[config.mk]
export PLATFORM = sky130hd
export DESIGN_NAME = spi_diagnostic_status_readout
export DESIGN_NICKNAME = d
export VERILOG_FILES = /design/src/design/status_readout_pkg.sv /design/src/design/spi_diagnostic_status_readout.sv
export VERILOG_INCLUDE_DIRS = /design/src /design/src/design
export SDC_FILE = /design/constraint.sdc
export NUM_CORES = 1
export LEC_CHECK = 0
export BUFFER_PORTS_ARGS = -buffer_cell sky130_fd_sc_hd__buf_4
export CORE_MARGIN = 2
export CORE_UTILIZATION = 47
export CTS_CLUSTER_DIAMETER = 120
export DETAILED_ROUTE_END_ITERATION = 16
export PLACE_DENSITY = 0.73
export RECOVER_POWER = 25
export SYNTH_ARGS = -nofsm -noshare
export SYNTH_HDL_FRONTEND = slang
export SYNTH_SLANG_ARGS = --single-unit
[constraint.sdc]
create_clock -name clk -period 4.38 [get_ports clk]
set_clock_uncertainty 0.05 [all_clocks]
set_input_delay 0.219 -clock clk [delete_from_list [all_inputs] [get_ports clk]]
set_output_delay 0.219 -clock clk [all_outputs]
set_load 0.02 [all_outputs]
[src/design/status_readout_map.svh]
// Purpose: Offsets, field positions and reset values of the status readout.
// Assumes: Word addresses are the four-bit codes carried in the top of each word.
// Notes: Definitions only.
`ifndef STATUS_READOUT_MAP_SVH
`define STATUS_READOUT_MAP_SVH
`define ADDR_INIT1 4'h0
`define ADDR_QUICK 4'h1
`define ADDR_CH1 4'h2
`define ADDR_CH4 4'h5
`define ADDR_DEVSTAT 4'h7
`define ADDR_LIVE 4'h8
`define ADDR_PARTID 4'h9
`define ADDR_SENSE_CTRL 4'hA
`define FRAME_BITS 5'h10
`define SEL_RESET 4'h1
`define PERSIST_RESET 1'b0
`define ROUTE_RESET 3'h0
`define SENSE_EN_RESET 4'h0
`define INIT_PERSIST_BIT 4
`define INIT_ROUTE_LSB 5
`define ROUTE_LAST_CHANNEL 3'h3
`endif

[src/design/status_readout_pkg.sv]
// Purpose: Types shared by the status readout.
// Assumes: Constants live in status_readout_map.svh.
// Notes: Types only.
package status_readout_pkg;
  typedef struct packed {
    logic ots;
    logic otw;
    logic oc_valid;
    logic [2:0] oc_code;
    logic olon;
    logic oloff;
  } chan_evt_t;
  typedef struct packed {
    logic ots;
    logic otw;
    logic [2:0] oc_code;
    logic olon;
    logic oloff;
  } chan_stat_t;
  typedef struct packed {
    logic uv;
    logic ov;
    logic charge_pump_fault;
    logic clock_fail_flag;
    logic test_mode_flag;
    logic serial_fail_flag;
  } dev_evt_t;
  typedef enum logic [1:0] {
    FRAME_IDLE = 2'b01,
    FRAME_SHIFT = 2'b10
  } frame_state_t;
endpackage

[src/design/spi_diagnostic_status_readout.sv]
// Purpose: Fault and status readout of a four-channel high-side switch over a 16-bit serial link.
// Assumes: Fault events are one-cycle pulses and live levels are deglitched, both on clk.
// Notes: Serial pins are sampled by clk through two flip-flops.
// Behaviour
// - The four-bit read select field in init register zero picks the returned word.
// - Without persistence the programmed address serves one read, then quick status returns.
// - With persistence the programmed address serves every read until reprogrammed.
// - Every word carries its address on top; address zero returns quick status as 0001.
// - Bit 11 of every word shows fail mode.
// - Summary flags in bits 10..8 appear in all words except live and identification, clearing once all latched faults are read.
// - Device summary is the OR of cleared, voltage, pump, clock and test flags.
// - Overload summary ORs all overcurrent and shutdown; open load sits in bit 8.
// - Quick status bit 6 is set when all serial registers were reset.
// - Quick bits 3..0 OR each channel's overcurrent, thermal and open-load flags.
// - Channel word layout: shutdown 6, warning 5, code 4..2, open-load 1 and 0.
// - The overcurrent code holds the latest event, overwriting an unread one.
// - Device word: test 4, overvoltage 3, undervoltage 2, serial fail 1, limp 0.
// - The limp-home bit is live and never latched.
// - Live word shows toggle OR in 9, inputs in 8..5, comparators in 3..0.
// - Comparator bits are only valid without undervoltage.
// - Identification word returns the part code, reading zero under undervoltage.
// - A three-bit field routes feedback, which is off in fail and sleep modes.
// - Current feedback is off during inrush and while the switch is off.
// - Precision sense enables reset to zero, are forced off in fail mode.
// - Precision sense toggles offset sign per strobe rise and halves range and threshold.
// - Latched channel faults clear only by reading that channel's word.
`timescale 1ns/1ps
`default_nettype none
`include "status_readout_map.svh"
module spi_diagnostic_status_readout
  import status_readout_pkg::*;
#(
  // Part code value is arbitrary.
  parameter logic [7:0] PART_CODE = 8'h5A
) (
  input wire logic clk,
  input wire logic rst_n,
  input wire logic sclk,
  input wire logic cs_n,
  input wire logic mosi,
  output logic miso_o,
  output logic miso_oe,
  input wire logic fail_mode,
  input wire logic sleep_mode,
  input wire chan_evt_t [3:0] chan_evt,
  input wire dev_evt_t dev_evt,
  input wire logic limp_home_input_state,
  input wire logic [3:0] control_input_state,
  input wire logic [3:0] toggle_state,
  input wire logic [3:0] output_comparator_state,
  input wire logic [3:0] inrush_window,
  input wire logic [3:0] switch_on,
  input wire logic feedback_sample_strobe,
  output logic [2:0] feedback_route_field,
  output logic feedback_enable,
  output logic [3:0] precision_sense_mode,
  output logic [3:0] offset_sign,
  output logic [3:0] half_range
);

  // ----------------------------------------
  // Pin synchronisers and edges
  // ----------------------------------------
  logic [2:0] sclk_ff;
  logic [2:0] cs_ff;
  logic [1:0] mosi_ff;
  logic sclk_rise;
  logic sclk_fall;
  logic cs_fall;
  logic cs_rise;

  always_ff @(posedge clk) begin
    if (!rst_n) begin
      sclk_ff <= 3'h0;
      cs_ff <= 3'h7;
      mosi_ff <= 2'h0;
    end else begin
      sclk_ff <= {sclk_ff[1:0], sclk};
      cs_ff <= {cs_ff[1:0], cs_n};
      mosi_ff <= {mosi_ff[0], mosi};
    end
  end

  assign sclk_rise = sclk_ff[1] & ~sclk_ff[2];
  assign sclk_fall = ~sclk_ff[1] & sclk_ff[2];
  assign cs_fall = ~cs_ff[1] & cs_ff[2];
  assign cs_rise = cs_ff[1] & ~cs_ff[2];

  // ----------------------------------------
  // Frame shifting
  // ----------------------------------------
  frame_state_t state_ff;
  logic [4:0] bit_cnt_ff;
  logic [15:0] tx_ff;
  logic [15:0] rx_ff;
  logic [3:0] rd_addr_ff;
  logic miso_ff;
  logic [15:0] word;
  logic [3:0] rd_tag;
  logic frame_end;
  logic frame_ok;
  logic wr_init;
  logic wr_sense;

  always_ff @(posedge clk) begin
    if (!rst_n) begin
      state_ff <= FRAME_IDLE;
    end else begin
      case (state_ff)
        FRAME_IDLE: if (cs_fall) state_ff <= FRAME_SHIFT;
        FRAME_SHIFT: if (cs_rise) state_ff <= FRAME_IDLE;
        default: state_ff <= FRAME_IDLE;
      endcase
    end
  end

  always_ff @(posedge clk) begin
    if (!rst_n) begin
      bit_cnt_ff <= 5'h0;
      rx_ff <= 16'h0000;
    end else if (state_ff == FRAME_IDLE && cs_fall) begin
      bit_cnt_ff <= 5'h0;
    end else if (state_ff == FRAME_SHIFT && sclk_rise) begin
      rx_ff <= {rx_ff[14:0], mosi_ff[1]};
      if (bit_cnt_ff != 5'h1F) bit_cnt_ff <= bit_cnt_ff + 5'h1;
    end
  end

  always_ff @(posedge clk) begin
    if (!rst_n) begin
      tx_ff <= 16'h0000;
      miso_ff <= 1'b0;
      rd_addr_ff <= `SEL_RESET;
    end else if (state_ff == FRAME_IDLE && cs_fall) begin
      tx_ff <= word;
      miso_ff <= word[15];
      rd_addr_ff <= rd_tag;
    end else if (state_ff == FRAME_SHIFT && sclk_fall) begin
      tx_ff <= {tx_ff[14:0], 1'b0};
      miso_ff <= tx_ff[14];
    end
  end

  assign miso_o = miso_ff;
  assign miso_oe = (state_ff == FRAME_SHIFT);
  assign frame_end = (state_ff == FRAME_SHIFT) && cs_rise;
  assign frame_ok = frame_end && (bit_cnt_ff == `FRAME_BITS);
  assign wr_init = frame_ok && (rx_ff[15:12] == `ADDR_INIT1);
  assign wr_sense = frame_ok && (rx_ff[15:12] == `ADDR_SENSE_CTRL);

  // ----------------------------------------
  // Read selection and init register
  // ----------------------------------------
  logic [3:0] sel_ff;
  logic persist_ff;
  logic pending_ff;
  logic used_ff;
  logic [2:0] route_ff;
  logic [3:0] sense_en_ff;

  always_ff @(posedge clk) begin
    if (!rst_n) begin
      used_ff <= 1'b0;
    end else if (state_ff == FRAME_IDLE && cs_fall) begin
      used_ff <= pending_ff;
    end
  end

  always_ff @(posedge clk) begin
    if (!rst_n) begin
      sel_ff <= `SEL_RESET;
      persist_ff <= `PERSIST_RESET;
      pending_ff <= 1'b0;
      route_ff <= `ROUTE_RESET;
    end else if (wr_init) begin
      sel_ff <= rx_ff[3:0];
      persist_ff <= rx_ff[`INIT_PERSIST_BIT];
      pending_ff <= ~rx_ff[`INIT_PERSIST_BIT];
      route_ff <= rx_ff[`INIT_ROUTE_LSB+2:`INIT_ROUTE_LSB];
    end else if (frame_end && used_ff) begin
      sel_ff <= `SEL_RESET;
      pending_ff <= 1'b0;
    end
  end

  always_ff @(posedge clk) begin
    if (!rst_n) begin
      sense_en_ff <= `SENSE_EN_RESET;
    end else if (wr_sense) begin
      sense_en_ff <= rx_ff[3:0];
    end
  end

  // ----------------------------------------
  // Latched faults
  // ----------------------------------------
  chan_stat_t [3:0] ch_ff;
  dev_evt_t dev_ff;
  logic rcf_ff;
  logic rd_dev;
  logic [3:0] rd_ch;

  assign rd_dev = frame_ok && (rd_addr_ff == `ADDR_DEVSTAT);

  genvar g;
  generate
    for (g = 0; g < 4; g++) begin : g_ch
      assign rd_ch[g] = frame_ok && (rd_addr_ff == `ADDR_CH1 + 4'(g));
      always_ff @(posedge clk) begin
        if (!rst_n) begin
          ch_ff[g] <= '0;
        end else begin
          ch_ff[g].ots <= chan_evt[g].ots | (ch_ff[g].ots & ~rd_ch[g]);
          ch_ff[g].otw <= chan_evt[g].otw | (ch_ff[g].otw & ~rd_ch[g]);
          ch_ff[g].olon <= chan_evt[g].olon | (ch_ff[g].olon & ~rd_ch[g]);
          ch_ff[g].oloff <= chan_evt[g].oloff | (ch_ff[g].oloff & ~rd_ch[g]);
          if (chan_evt[g].oc_valid) begin
            ch_ff[g].oc_code <= chan_evt[g].oc_code;
          end else if (rd_ch[g]) begin
            ch_ff[g].oc_code <= 3'h0;
          end
        end
      end
    end
  endgenerate

  always_ff @(posedge clk) begin
    if (!rst_n) begin
      dev_ff <= '0;
    end else begin
      dev_ff <= dev_evt | (dev_ff & {6{~rd_dev}});
    end
  end

  always_ff @(posedge clk) begin
    if (!rst_n) begin
      rcf_ff <= 1'b1;
    end else if (rd_dev) begin
      rcf_ff <= 1'b0;
    end
  end

  // ----------------------------------------
  // Word assembly
  // ----------------------------------------
  logic device_fault_summary;
  logic overload_summary;
  logic openload_summary;
  logic [3:0] qsf;
  logic [3:0] sense_sel;
  logic [2:0] flags;

  always_comb begin
    overload_summary = 1'b0;
    openload_summary = 1'b0;
    for (int i = 0; i < 4; i++) begin
      qsf[i] = (|ch_ff[i].oc_code) | ch_ff[i].otw | ch_ff[i].ots | ch_ff[i].olon | ch_ff[i].oloff;
      overload_summary = overload_summary | (|ch_ff[i].oc_code) | ch_ff[i].ots;
      openload_summary = openload_summary | ch_ff[i].olon | ch_ff[i].oloff;
    end
  end

  assign device_fault_summary = rcf_ff | dev_ff.uv | dev_ff.ov | dev_ff.charge_pump_fault | dev_ff.clock_fail_flag | dev_ff.test_mode_flag;
  assign flags = {device_fault_summary, overload_summary, openload_summary};
  assign rd_tag = (sel_ff == `ADDR_INIT1) ? `ADDR_QUICK : sel_ff;

  always_comb begin
    word = {rd_tag, fail_mode, flags, 8'h00};
    if (rd_tag == `ADDR_QUICK) begin
      word[7:0] = {dev_ff.charge_pump_fault, rcf_ff, dev_ff.clock_fail_flag, 1'b0, qsf};
    end else if (rd_tag >= `ADDR_CH1 && rd_tag <= `ADDR_CH4) begin
      word[7:0] = {1'b0, ch_ff[2'(rd_tag - `ADDR_CH1)]};
    end else if (rd_tag == `ADDR_DEVSTAT) begin
      word[7:0] = {3'h0, dev_ff.test_mode_flag, dev_ff.ov, dev_ff.uv, dev_ff.serial_fail_flag, limp_home_input_state};
    end else if (rd_tag == `ADDR_LIVE) begin
      word[10:0] = {1'b0, |toggle_state, control_input_state, 1'b0,
                    output_comparator_state & {4{~dev_ff.uv}}};
    end else if (rd_tag == `ADDR_PARTID) begin
      word[10:0] = {3'h0, dev_ff.uv ? 8'h00 : PART_CODE};
    end else begin
      word[10:8] = flags;
    end
  end

  // ----------------------------------------
  // Analog feedback and precision sense
  // ----------------------------------------
  logic strobe_ff;
  logic [3:0] sign_ff;
  logic cur_ok;

  assign sense_sel = 4'h1 << route_ff[1:0];
  assign cur_ok = |(sense_sel & switch_on & ~inrush_window);
  assign feedback_route_field = route_ff;
  assign feedback_enable = ~fail_mode & ~sleep_mode & ((route_ff > `ROUTE_LAST_CHANNEL) | cur_ok);
  assign precision_sense_mode = sense_en_ff & {4{~fail_mode}};
  assign half_range = precision_sense_mode;
  assign offset_sign = sign_ff;

  always_ff @(posedge clk) begin
    if (!rst_n) begin
      strobe_ff <= 1'b0;
      sign_ff <= 4'h0;
    end else begin
      strobe_ff <= feedback_sample_strobe;
      if (feedback_sample_strobe & ~strobe_ff) begin
        sign_ff <= sign_ff ^ precision_sense_mode;
      end
    end
  end
endmodule // spi_diagnostic_status_readout
`default_nettype wire

# == After elaboration in Yosys (flattened, before gate mapping) ==
# Cells that the tools add are included.
# op_classes
addsub,2
multipliers,0
n_div,0
order_cmp,4
n_eq_ne,16
shifts,1
mux,32
n_bitwise,99
n_reduce_logical,32
# op_table
cell,n
1-bit OR,52
3-bit two-way mux,12
15-bit two-way mux,2
8-bit two-way mux,3
1-bit bitwise AND,23
7-bit two-way mux,3
4-bit bitwise AND,4
"4-bit by 3-bit == test with 1-bit output, second input constant",4
1-bit inverter,16
7-bit binary-select mux with 2-bit select,1
1-bit logical AND,14
"4-bit == test, second input constant",3
4-bit two-way mux,3
2-bit nonzero test,6
3-bit OR reduction,4
11-bit two-way mux,1
"4-bit by 2-bit == test with 1-bit output, second input constant",2
4-bit zero test,2
4-bit OR reduction,2
6-bit bitwise AND,1
6-bit OR,1
2-bit AND reduction,3
"5-bit by 1-bit adder with 5-bit output, second input constant",1
"5-bit == test, second input constant",1
other kinds (18),22
# totals
regBits,104
latch_bits,0
ramBits,0
romBits,0
n_memories,0

# == Longest topological paths before layout ==
# Gate-level depths: netlist of run 1.
# depth
ltp_word,14
depth_mapped,9

# == Least setup slack after synthesis of run 1 ==
# Ideal clock, no wire load.
# synth_path
path_type,flip-flop to flip-flop
startpoint,reg bit_cnt_ff[0]
endpoint,reg sense_en_ff[0]
setup_ns,0.128
arrival_time_ns,1.502
required_time_ns,4.202
slack_ns,2.701
path_stages_with_launch,9
synth_period_minus_slack_ns,1.679
cell_sequence,dfxtp_1 inv_1 ha_1 nor4bb_1 and2_1 buf_2 nand4_1 mux2i_1 nor2_1
# synth_between
elab_chain_len,3
# synth_rtl
item,line,source
"start, declared",spi_diagnostic_status_readout.sv:93,logic [4:0] bit_cnt_ff;
"start signal, assigned",spi_diagnostic_status_readout.sv:125,if (bit_cnt_ff != 5'h1F) bit_cnt_ff <= bit_cnt_ff + 5'h1;
5-bit == test (no line),n/a,
1-bit logical AND,spi_diagnostic_status_readout.sv:147,assign frame_ok = frame_end && (bit_cnt_ff == `FRAME_BITS);
1-bit logical AND,spi_diagnostic_status_readout.sv:149,assign wr_sense = frame_ok && (rx_ff[15:12] == `ADDR_SENSE_CTRL);
"end signal, assigned",spi_diagnostic_status_readout.sv:188,sense_en_ff <= `SENSE_EN_RESET;
"end signal, assigned",spi_diagnostic_status_readout.sv:190,sense_en_ff <= rx_ff[3:0];
"end, declared",spi_diagnostic_status_readout.sv:159,logic [3:0] sense_en_ff;
# No other way between the ends.
# A chain may end at the register's enable or synchronous reset.

# == Worst setup path in the final report of run 1 ==
# layout_path
startpoint,in rst_n
endpoint,reg tx_ff[14]
# layout_rtl
item,line,source
"start, declared",spi_diagnostic_status_readout.sv:37,"input wire logic rst_n,"
"end signal, assigned",spi_diagnostic_status_readout.sv:135,tx_ff <= word;
"end signal, assigned",spi_diagnostic_status_readout.sv:139,"tx_ff <= {tx_ff[14:0], 1'b0};"
"end, declared",spi_diagnostic_status_readout.sv:94,logic [15:0] tx_ff;
# No word-level cell between the ends.

==> results.sh, run 1 <==
export IMPL_netlist_area_sq_um=4528
export IMPL_start_kind="input pin"
export IMPL_crit_type="in -> reg"
export IMPL_grt_setup_unrepaired="false"
export IMPL_netlist_instances=537
export IMPL_io_pins=85
export IMPL_critical_path_top_delay_family="buffers and inverters"
export IMPL_p_seq_share_pct=56.1
export IMPL_vias=4087
export IMPL_drc=0
export IMPL_die_h_um=102.2
export IMPL_io_buffers=84
export IMPL_ys_ff_latch=104
export IMPL_failed_checks="max-capacitance violations, max-slew violations"
export IMPL_rr_startpoint="sel_ff[0]"
export IMPL_syn_avg_cell_area_sq_um=8.432
export IMPL_layout_drive_gt1_share_pct=15.96
export IMPL_regArea_sq_um=2082
export IMPL_setup_viol=0
export IMPL_wl_met1_um=5248
export IMPL_yosysUniqueCellTypes=52
export IMPL_cellLeakagePower_uw=0.002158
export IMPL_pre_cts_ws_ps=2176
export IMPL_coreArea_sq_um=9284
export IMPL_met3_length_um=729
export IMPL_clock_path_buffers=2
export IMPL_grt_pass1_vias=3805
export IMPL_crit_buf_inv=3
export IMPL_grt_usage_pct=21.78
export IMPL_reg2reg_depth=4
export IMPL_hold_depth=3
export IMPL_final_util_pct=58.27
export IMPL_die_width_um=102.2
export IMPL_final_max_slew_viol_count=37
export IMPL_worstPathMaxFanout=36
export IMPL_post_drt_wl_per_cell_um=15.09
export IMPL_cts_tree="yes"
export IMPL_syn_to_final_growth_pct=19.48
export IMPL_grt_max_degree=37
export IMPL_max_slew_margin_pct=-6.858
export IMPL_insertion_delay_ps=360
export IMPL_viasPerCell=5.501
export IMPL_numCtsBuffers=9
export IMPL_rows=35
export IMPL_total_power_uw=1796
export IMPL_rrSetupSlack_ps=2150
export IMPL_cp_arrival_ps=3190
export IMPL_p_clk_share_pct=35.7
export IMPL_crit_chain="clkbuf_1, inv_2, clkbuf_1, a311oi_1"
export IMPL_ant_nets=0
export IMPL_synth_most_common_cell="dfxtp_1"
export IMPL_post_route_min_period_ps=2987
export IMPL_die_area_sq_um=10440
export IMPL_met2WireLength_um=5118
export IMPL_grt_pass1_wl_um=18070
export IMPL_diodes=0
export IMPL_yosysWarnings=0
export IMPL_p_sw_share_pct=25.26
export IMPL_p_int_uw=1342
export IMPL_wirelength_um=11210
export IMPL_gp_congestion=0.9819
export IMPL_nFillCells=865
export IMPL_ir_drop_mv=0.2060
export IMPL_synth_nets=607
export IMPL_cp_data_required_time_ps=4580
export IMPL_timing_rr_end="tx_ff[3]"
export IMPL_synth_top_area_cell="dfxtp_1"
export IMPL_ys_async_sr_fraction_pct=0
export IMPL_path_common_cell="clkbuf_1"
export IMPL_drtIter0Drc=307
export IMPL_clock_sinks=104
export IMPL_p_sw_uw=453.8
export IMPL_combPwrFrac_pct=8.2
export IMPL_synth_commonest_cells="dfxtp_1 (104), nand2_1 (100), a21oi_1 (61), nor2_1 (37), o21ai_0 (24)"
export IMPL_post_cts_setup_buffers=0
export IMPL_start_util_pct=48.77
export IMPL_status="finished with violations"
export IMPL_cts_max_level=3
export IMPL_final_hold_viol_count=0
export IMPL_synth_top_area_share_pct=45.98
export IMPL_cts_root_buffer="clkbuf_8"
export IMPL_antenna_found_initial=0
export IMPL_max_freq_mhz=334.8
export IMPL_highest_layer="met4"
export IMPL_place_area_sq_um=5191
export IMPL_multiInputGateArea_sq_um=2250
export IMPL_crit_path_end_kind="flip-flop"
export IMPL_grt_overflow=0
export IMPL_worst_pin_slew_ps=1603
export IMPL_hpwl_um=8115
export IMPL_synth_area_top_cells="dfxtp_1 (46%), nand2_1 (8.3%), a21oi_1 (6.7%)"
export IMPL_timing_setup_tns_ps=0
export IMPL_min_to="dev_ff[0]"
export IMPL_cp_slowest_cell="clkbuf_1"
export IMPL_nets=679
export IMPL_post_route_cell_area_sq_um=5410
export IMPL_holdCritPathClass="in -> reg"
export IMPL_drt_first_pass_iters=5
export IMPL_ys_seq_area_share_pct=45.98
export IMPL_setup_slack_ps=1393
export IMPL_hp_start="dev_evt[0]"
export IMPL_synth_edf_count=0
export IMPL_period_share_pct=68.20
export IMPL_crit_path_max_incr_delay_ps=1130
export IMPL_maxCapViolCount=1
export IMPL_path_clk_slew_ps=110
export IMPL_p_per_area_nw_per_um2=332.0
export IMPL_ys_flop_type="dfxtp_1"
-- logic make-up (layout without fill, tap and decap cells) --
kind of cell | Yosys count | in the layout | synth area share, %
XOR/XNOR | 7 | 7 | 1.354
flip-flops | 104 | 104 | 45.98
AND/OR/NAND/NOR | 224 | 224 | 24.07
buffers and inverters | 44 | 121 | 4.310
AO/OA/AOI/OAI | 131 | 131 | 17.99
adder cells (fa/ha/maj) | 3 | 3 | 0.8290
multiplexers | 24 | 24 | 5.471
-- power by group through the flow --
stage               clock network [uW]  logic, uW  registers (uW)
floorplan                            0       74.6            1020
global placement                     0        139            1030
detailed placement                   0        142            1030
CTS                                656        147            1010
global route                       695        162            1010
finish                             641        147            1010
-- metrics by stage --
stage,cells,hold slack (ps)
after global routing,743,0.4603
final,743,10.59
after floorplan,537,270.5
after CTS,742,0.03225
after global placement,720,353.1
after detailed placement,720,349.2
-- registers in the layout, indices dropped and copies added, names as in the netlist, 2 cells and up --
name	flops
sense_en_ff	4
mosi_ff	2
ch_ff	28
offset_sign	4
dev_ff	6
rd_addr_ff	4
rx_ff	16
sel_ff	4
sclk_ff	3
state_ff	2
tx_ff	15
bit_cnt_ff	5
feedback_route_field	3
cs_ff	3
-- how the worst max path moves through the flow --
stage,from,end,slack [ps],cells past startpoint
after global placement,sel_ff[0],tx_ff[2],2260,4
final,rst_n,tx_ff[14],1390,4
after global routing,rst_n,tx_ff[14],1060,4
after floorplan,bit_cnt_ff[0],sense_en_ff[0],2700,8
after detailed placement,state_ff[1],bit_cnt_ff[3],2180,5
after CTS,state_ff[1],bit_cnt_ff[3],2160,5
-- routing by layer --
metal	up-vias	GRT usage [%]
met3	11	4.583
li1	2033	-
met1	1902	31.35
met2	141	34.11
met5	-	0
met4	0	4.205
-- worst register-to-register path: cells and delay by family (launching register included) --
family	cells	cell delay (ps)
flops	1	1090
compound gates	3	580
mux	1	380
-- cell usage in the layout, fill, tap and decap left out, types with 3 or more instances in the layout --
cell	n
mux2i_1	18
nand2b_1	8
o21ai_0	24
buf_4	68
and2_1	5
a311oi_1	4
dlygate4sd3_1	7
nor2b_1	9
nand2_1	100
inv_1	11
dfxtp_1	104
nor3_1	9
clkbuf_8	9
and3_1	3
a31oi_1	4
mux2_2	6
nand4_1	6
a22o_1	9
nand3_1	16
xor2_1	6
and2_0	3
o22ai_1	6
nor4_1	8
nand3b_1	7
a21oi_1	61
o221ai_1	4
nor2_1	37
ha_1	3
clkbuf_1	18
-- repair_timing --
action / in CTS / in global routing
gates resized for setup: 0 / 0
hold endpoints to repair: 6 / 1
hold buffers: 6 / 1
-- area by class of cell --
type,count,area share [%]
clock buffer,9,2.290
multi-input combinational,389,41.58
tap,129,2.983
sequential,104,38.48
inverter,12,0.8326
timing repair buffer,93,11.98
clock inverter,7,1.850
Power figures use the tool's default switching activity.
==> inputs of run 2 (changes only) <==
PLACE_DENSITY = 0.76   (was 0.73)
clock period = 2.7 ns   (was 4.38 ns; I/O delays follow)
==> results.sh, run 2 (synthesized netlist as in run 1, its figures left out) <==
export IMPL_final_max_slew_viol_count=0
export IMPL_ant_nets=0
export IMPL_die_h_um=102.2
export IMPL_numCtsBuffers=9
export IMPL_die_width_um=102.2
export IMPL_die_area_sq_um=10440
export IMPL_gp_congestion=0.9261
export IMPL_grt_max_degree=39
export IMPL_crit_path_end_kind="flip-flop"
export IMPL_hpwl_um=8084
export IMPL_worstPathMaxFanout=7
export IMPL_io_buffers=84
export IMPL_start_util_pct=48.77
export IMPL_timing_setup_tns_ps=0
export IMPL_post_cts_setup_buffers=0
export IMPL_pre_cts_ws_ps=585.3
export IMPL_post_route_min_period_ps=2498
export IMPL_clock_sinks=104
export IMPL_drt_first_pass_iters=5
export IMPL_final_util_pct=62.91
export IMPL_grt_pass1_wl_um=19380
export IMPL_worst_pin_slew_ps=865.0
export IMPL_grt_busiest_layer="met2"
export IMPL_final_cell_count_no_fill=789
export IMPL_vias=4325
export IMPL_drc=0
export IMPL_grt_setup_unrepaired="false"
export IMPL_wirelength_um=12130
export IMPL_holdCritPathClass="in -> reg"
export IMPL_final_common_cell="dfxtp_1"
export IMPL_cp_data_required_time_ps=2920
export IMPL_diodes=0
export IMPL_path_clk_slew_ps=110
export IMPL_nets=725
export IMPL_setup_viol=0
export IMPL_grt_overflow=0
export IMPL_grt_pass1_vias=4066
export IMPL_cp_arrival_ps=2720
export IMPL_max_slew_margin_pct=42.25
export IMPL_layout_drive_gt1_share_pct=15.61
export IMPL_io_pins=85
export IMPL_ir_drop_mv=0.2684
export IMPL_grtUsageMet1_pct=31.75
export IMPL_drtIter0Drc=242
export IMPL_coreArea_sq_um=9284
export IMPL_crit_type="reg -> reg"
export IMPL_rrSetupSlack_ps=200
export IMPL_p_per_area_nw_per_um2=503.1
export IMPL_max_freq_mhz=400.3
export IMPL_cts_root_buffer="clkbuf_8"
export IMPL_insertion_delay_ps=370
export IMPL_cts_max_level=3
export IMPL_final_hold_viol_count=0
export IMPL_grtUsageMet3_pct=4.856
export IMPL_largest_reg_flops=28
export IMPL_syn_to_final_growth_pct=28.99
export IMPL_placed_cells=725
export IMPL_post_drt_wl_per_cell_um=15.37
export IMPL_status="finished, final reports clean"
export IMPL_start_kind="flip-flop"
export IMPL_viasPerCell=5.482
export IMPL_top_regs="ch_ff (28), rx_ff (16), tx_ff (15)"
export IMPL_top_register="ch_ff"
export IMPL_cellLeakagePower_uw=0.002347
export IMPL_maxCapViolCount=0
export IMPL_setup_slack_ps=202.0
export IMPL_grt_usage_pct=23.46
export IMPL_cts_tree="yes"
export IMPL_antenna_found_initial=0
export IMPL_rows=35
export IMPL_final_cell_mix="dfxtp_1 (104), nand2_1 (100), buf_4 (71)"
export IMPL_grt_use_met2_pct=38.16
export IMPL_period_share_pct=92.52
export IMPL_clock_path_buffers=2
## run 2: cell count changes in the layout (fill, tap and decap cells not counted)
cell	previous run	this run
clkbuf_4	0	4
clkinv_8	2	0
inv_6	2	1
clkbuf_1	18	17
buf_4	68	71
and2_0	3	1
and2_1	5	7
nor3b_1	2	3
clkinv_4	1	3
dlygate4sd3_1	7	48
nor3b_2	2	1
## run 2: timing repair
item,CTS,global route
hold buffers,48,0
resized for setup,0,0
hold endpoints to repair,38,0
## run 2: final timing paths
| kind | end | startpoint | cells after the start |
|---|---|---|---|
| min | ch_ff[17] | chan_evt[21] | 3 |
| max reg2reg | ch_ff[4] | bit_cnt_ff[0] | 8 |
| max | ch_ff[4] | bit_cnt_ff[0] | 8 |
| min reg2reg | cs_ff[1] | cs_ff[0] | 1 |
## run 2: power by group
part	total [uW]	leakage (uW)	internal [uW]	switching, uW
logic	293	0.00139	170	123
clock network	1010	0.000103	445	564
registers	1640	0.000851	1590	47.9
total	2940	0.00235	2200	735
## run 2: final cells by class
cell class	count	area, sq um
Multi-Input combinational cell	389	2245
Tap cell	129	161.4
Timing Repair Buffer	139	1104
Inverter	12	45.04
Fill cell	815	3443
Clock inverter	6	76.32
Clock buffer	10	127.6
Sequential cell	104	2082
## run 2: critical path, stage by stage, from the launching register on
cell and delay [ps]:
dfxtp_1 360, inv_1 70, ha_1 130, nor4bb_1 330, and2_1 350, a41oi_2 320
nand2_1 160, o21ai_0 90, dlygate4sd3_1 560
## run 2: metal layers
layer  vias up  wire length [um]  part of all wire (%)
met1      1980              5354                    44
met4         0               216                   1.8
met2       189              5736                    47
met5         -                 0                     0
met3        25               822                   6.8
li1       2131                 -                     -
## run 2: per-stage QoR
stage	hold slack (ps)	cell area [sq um]	power [uW]
3_3_place_gp	277.8	5229	1895
2_1_floorplan	186.5	4528	1775
6_report	17.02	5841	2938
3_5_place_dp	284.5	5229	1902
5_1_grt	18.29	5841	3055
4_1_cts	7.367	5913	2943
==> inputs of run 3 (changes only) <==
CELL_PAD_IN_SITES_DETAIL_PLACEMENT = 2   (was not set)
CELL_PAD_IN_SITES_GLOBAL_PLACEMENT = 2   (was not set)
CORE_UTILIZATION = 29   (was 47)
PLACE_DENSITY = 0.79   (was 0.76)
==> results.sh, run 3 (synthesized netlist as in run 1, its figures left out) <==
export IMPL_worst_pin_slew_ps=873.6
export IMPL_cts_tree="yes"
export IMPL_total_power_uw=3191
export IMPL_final_max_slew_viol_count=0
export IMPL_die_width_um=129.0
export IMPL_max_freq_mhz=385.9
export IMPL_insertion_delay_ps=360
export IMPL_cts_max_level=3
export IMPL_crit_type="reg -> reg"
export IMPL_hold_depth=3
export IMPL_cp_arrival_ps=2790
export IMPL_final_cell_count_no_fill=839
export IMPL_crit_path_end_kind="flip-flop"
export IMPL_grt_pass1_vias=4883
export IMPL_rows=45
export IMPL_timing_rr_end="ch_ff[11]"
export IMPL_ir_drop_mv=0.3245
export IMPL_critical_path_top_delay_family="simple AND/OR/NAND/NOR gates"
export IMPL_grt_pass1_wl_um=26000
export IMPL_ant_nets=0
export IMPL_period_share_pct=95.97
export IMPL_clock_path_buffers=2
export IMPL_largest_reg_flops=28
export IMPL_drc=0
export IMPL_gp_congestion=0.8491
export IMPL_vias=4417
export IMPL_crit_path_max_incr_delay_ps=570
export IMPL_antenna_found_initial=0
export IMPL_cp_depth=8
export IMPL_layout_drive_gt1_share_pct=15.82
export IMPL_top_register="ch_ff"
export IMPL_max_slew_margin_pct=41.31
export IMPL_cp_data_required_time_ps=2900
export IMPL_crit_path_end="ch_ff[11]"
export IMPL_viasPerCell=5.265
export IMPL_die_h_um=129.0
export IMPL_diodes=0
export IMPL_final_hold_viol_count=0
export IMPL_wirelength_um=16400
export IMPL_nets=717
export IMPL_numCtsBuffers=9
export IMPL_crit_chain="inv_1, ha_1, nor4bb_1, and2_2, a41oi_2, nand2_1, o21ai_0, dlygate4sd3_1"
export IMPL_crit_path_start="bit_cnt_ff[0]"
export IMPL_worstPathMaxFanout=7
export IMPL_grt_max_degree=39
export IMPL_io_pins=85
export IMPL_maxCapViolCount=0
export IMPL_grt_usage_pct=20.19
export IMPL_die_area_sq_um=16630
export IMPL_post_drt_wl_per_cell_um=19.54
export IMPL_rrSetupSlack_ps=110
export IMPL_crit_buf_inv=2
export IMPL_drt_first_pass_iters=4
export IMPL_post_route_min_period_ps=2591
export IMPL_final_common_cell="dfxtp_1"
export IMPL_cp_slowest_cell="dlygate4sd3_1"
export IMPL_rr_startpoint="bit_cnt_ff[0]"
export IMPL_place_area_sq_um=5295
export IMPL_path_clk_slew_ps=80
export IMPL_clock_sinks=104
export IMPL_setup_viol=0
export IMPL_p_per_area_nw_per_um2=539.2
export IMPL_hpwl_um=10620
export IMPL_reg2reg_depth=8
export IMPL_placed_cells=783
export IMPL_holdCritPathClass="in -> reg"
export IMPL_top_regs="ch_ff (28), rx_ff (16), tx_ff (15)"
export IMPL_post_route_cell_area_sq_um=5918
export IMPL_io_buffers=84
export IMPL_final_cell_mix="dfxtp_1 (104), nand2_1 (100), buf_4 (69)"
export IMPL_status="finished, final reports clean"
export IMPL_cts_root_buffer="clkbuf_16"
export IMPL_start_kind="flip-flop"
export IMPL_grt_overflow=0
export IMPL_cellLeakagePower_uw=0.002345
export IMPL_coreArea_sq_um=15200
export IMPL_syn_to_final_growth_pct=30.70
export IMPL_start_util_pct=29.79
export IMPL_drtIter0Drc=220
## run 3: where the power goes
part           internal [uW]  leakage, uW  total (uW)  switching, uW
Combinational            164      0.00137         300            137
Sequential              1590     0.000851        1640           54.9
Clock                    630     0.000126        1250            618
Total                   2380      0.00234        3190            810
## run 3: what timing repair did
| action | in CTS | in global routing |
|---|---|---|
| hold endpoints to repair | 37 | 0 |
| gates resized for setup | 0 | 2 |
| setup endpoints to repair | 0 | 3 |
| hold buffers | 41 | 0 |
| buffers inserted | 0 | 0 |
## run 3: how the worst min path moves through the flow
stage	start	end	slack (ps)
final	chan_evt[28]	ch_ff[25]	10
after global routing	chan_evt[29]	ch_ff[24]	10
after CTS	chan_evt[28]	ch_ff[25]	0.7
after detailed placement	cs_n	cs_ff[0]	280
after global placement	cs_n	cs_ff[0]	280
after floorplan	cs_n	cs_ff[0]	190
## run 3: area by class of cell
| class | instances | area (sq um) |
|---|---|---|
| fill | 1707 | 9284 |
| multi-input combinational | 389 | 2262 |
| sequential | 104 | 2082 |
| timing repair buffer | 131 | 1023 |
| tap | 188 | 235.2 |
| clock buffer | 10 | 229.0 |
| inverter | 12 | 45.04 |
| clock inverter | 5 | 41.29 |
## run 3: per-stage QoR
step           setup TNS (ps)  utilization (%)  hold slack, ps  setup slack, ps
4_1_cts                     0            39.31          0.6866            229.4
6_report                    0            38.93           10.46            108.9
3_5_place_dp                0            34.83           283.2            498.9
3_3_place_gp                0            34.83           278.7            697.4
5_1_grt                -10.32            38.93           14.20           -10.32
2_1_floorplan               0                -           186.5             1021
## run 3: tightest hold or removal path, cell delays in order
cell and delay, ps:
buf_4 110, nand2_1 70, a21oi_1 60
## run 3: metal layers
metal,vias up,share of wire [%],GRT usage (%)
li1,2103,-,-
met1,2196,45,25.70
met2,98,50,34.67
met3,20,3.6,4.116
met4,0,1.6,5.818
met5,-,0,0
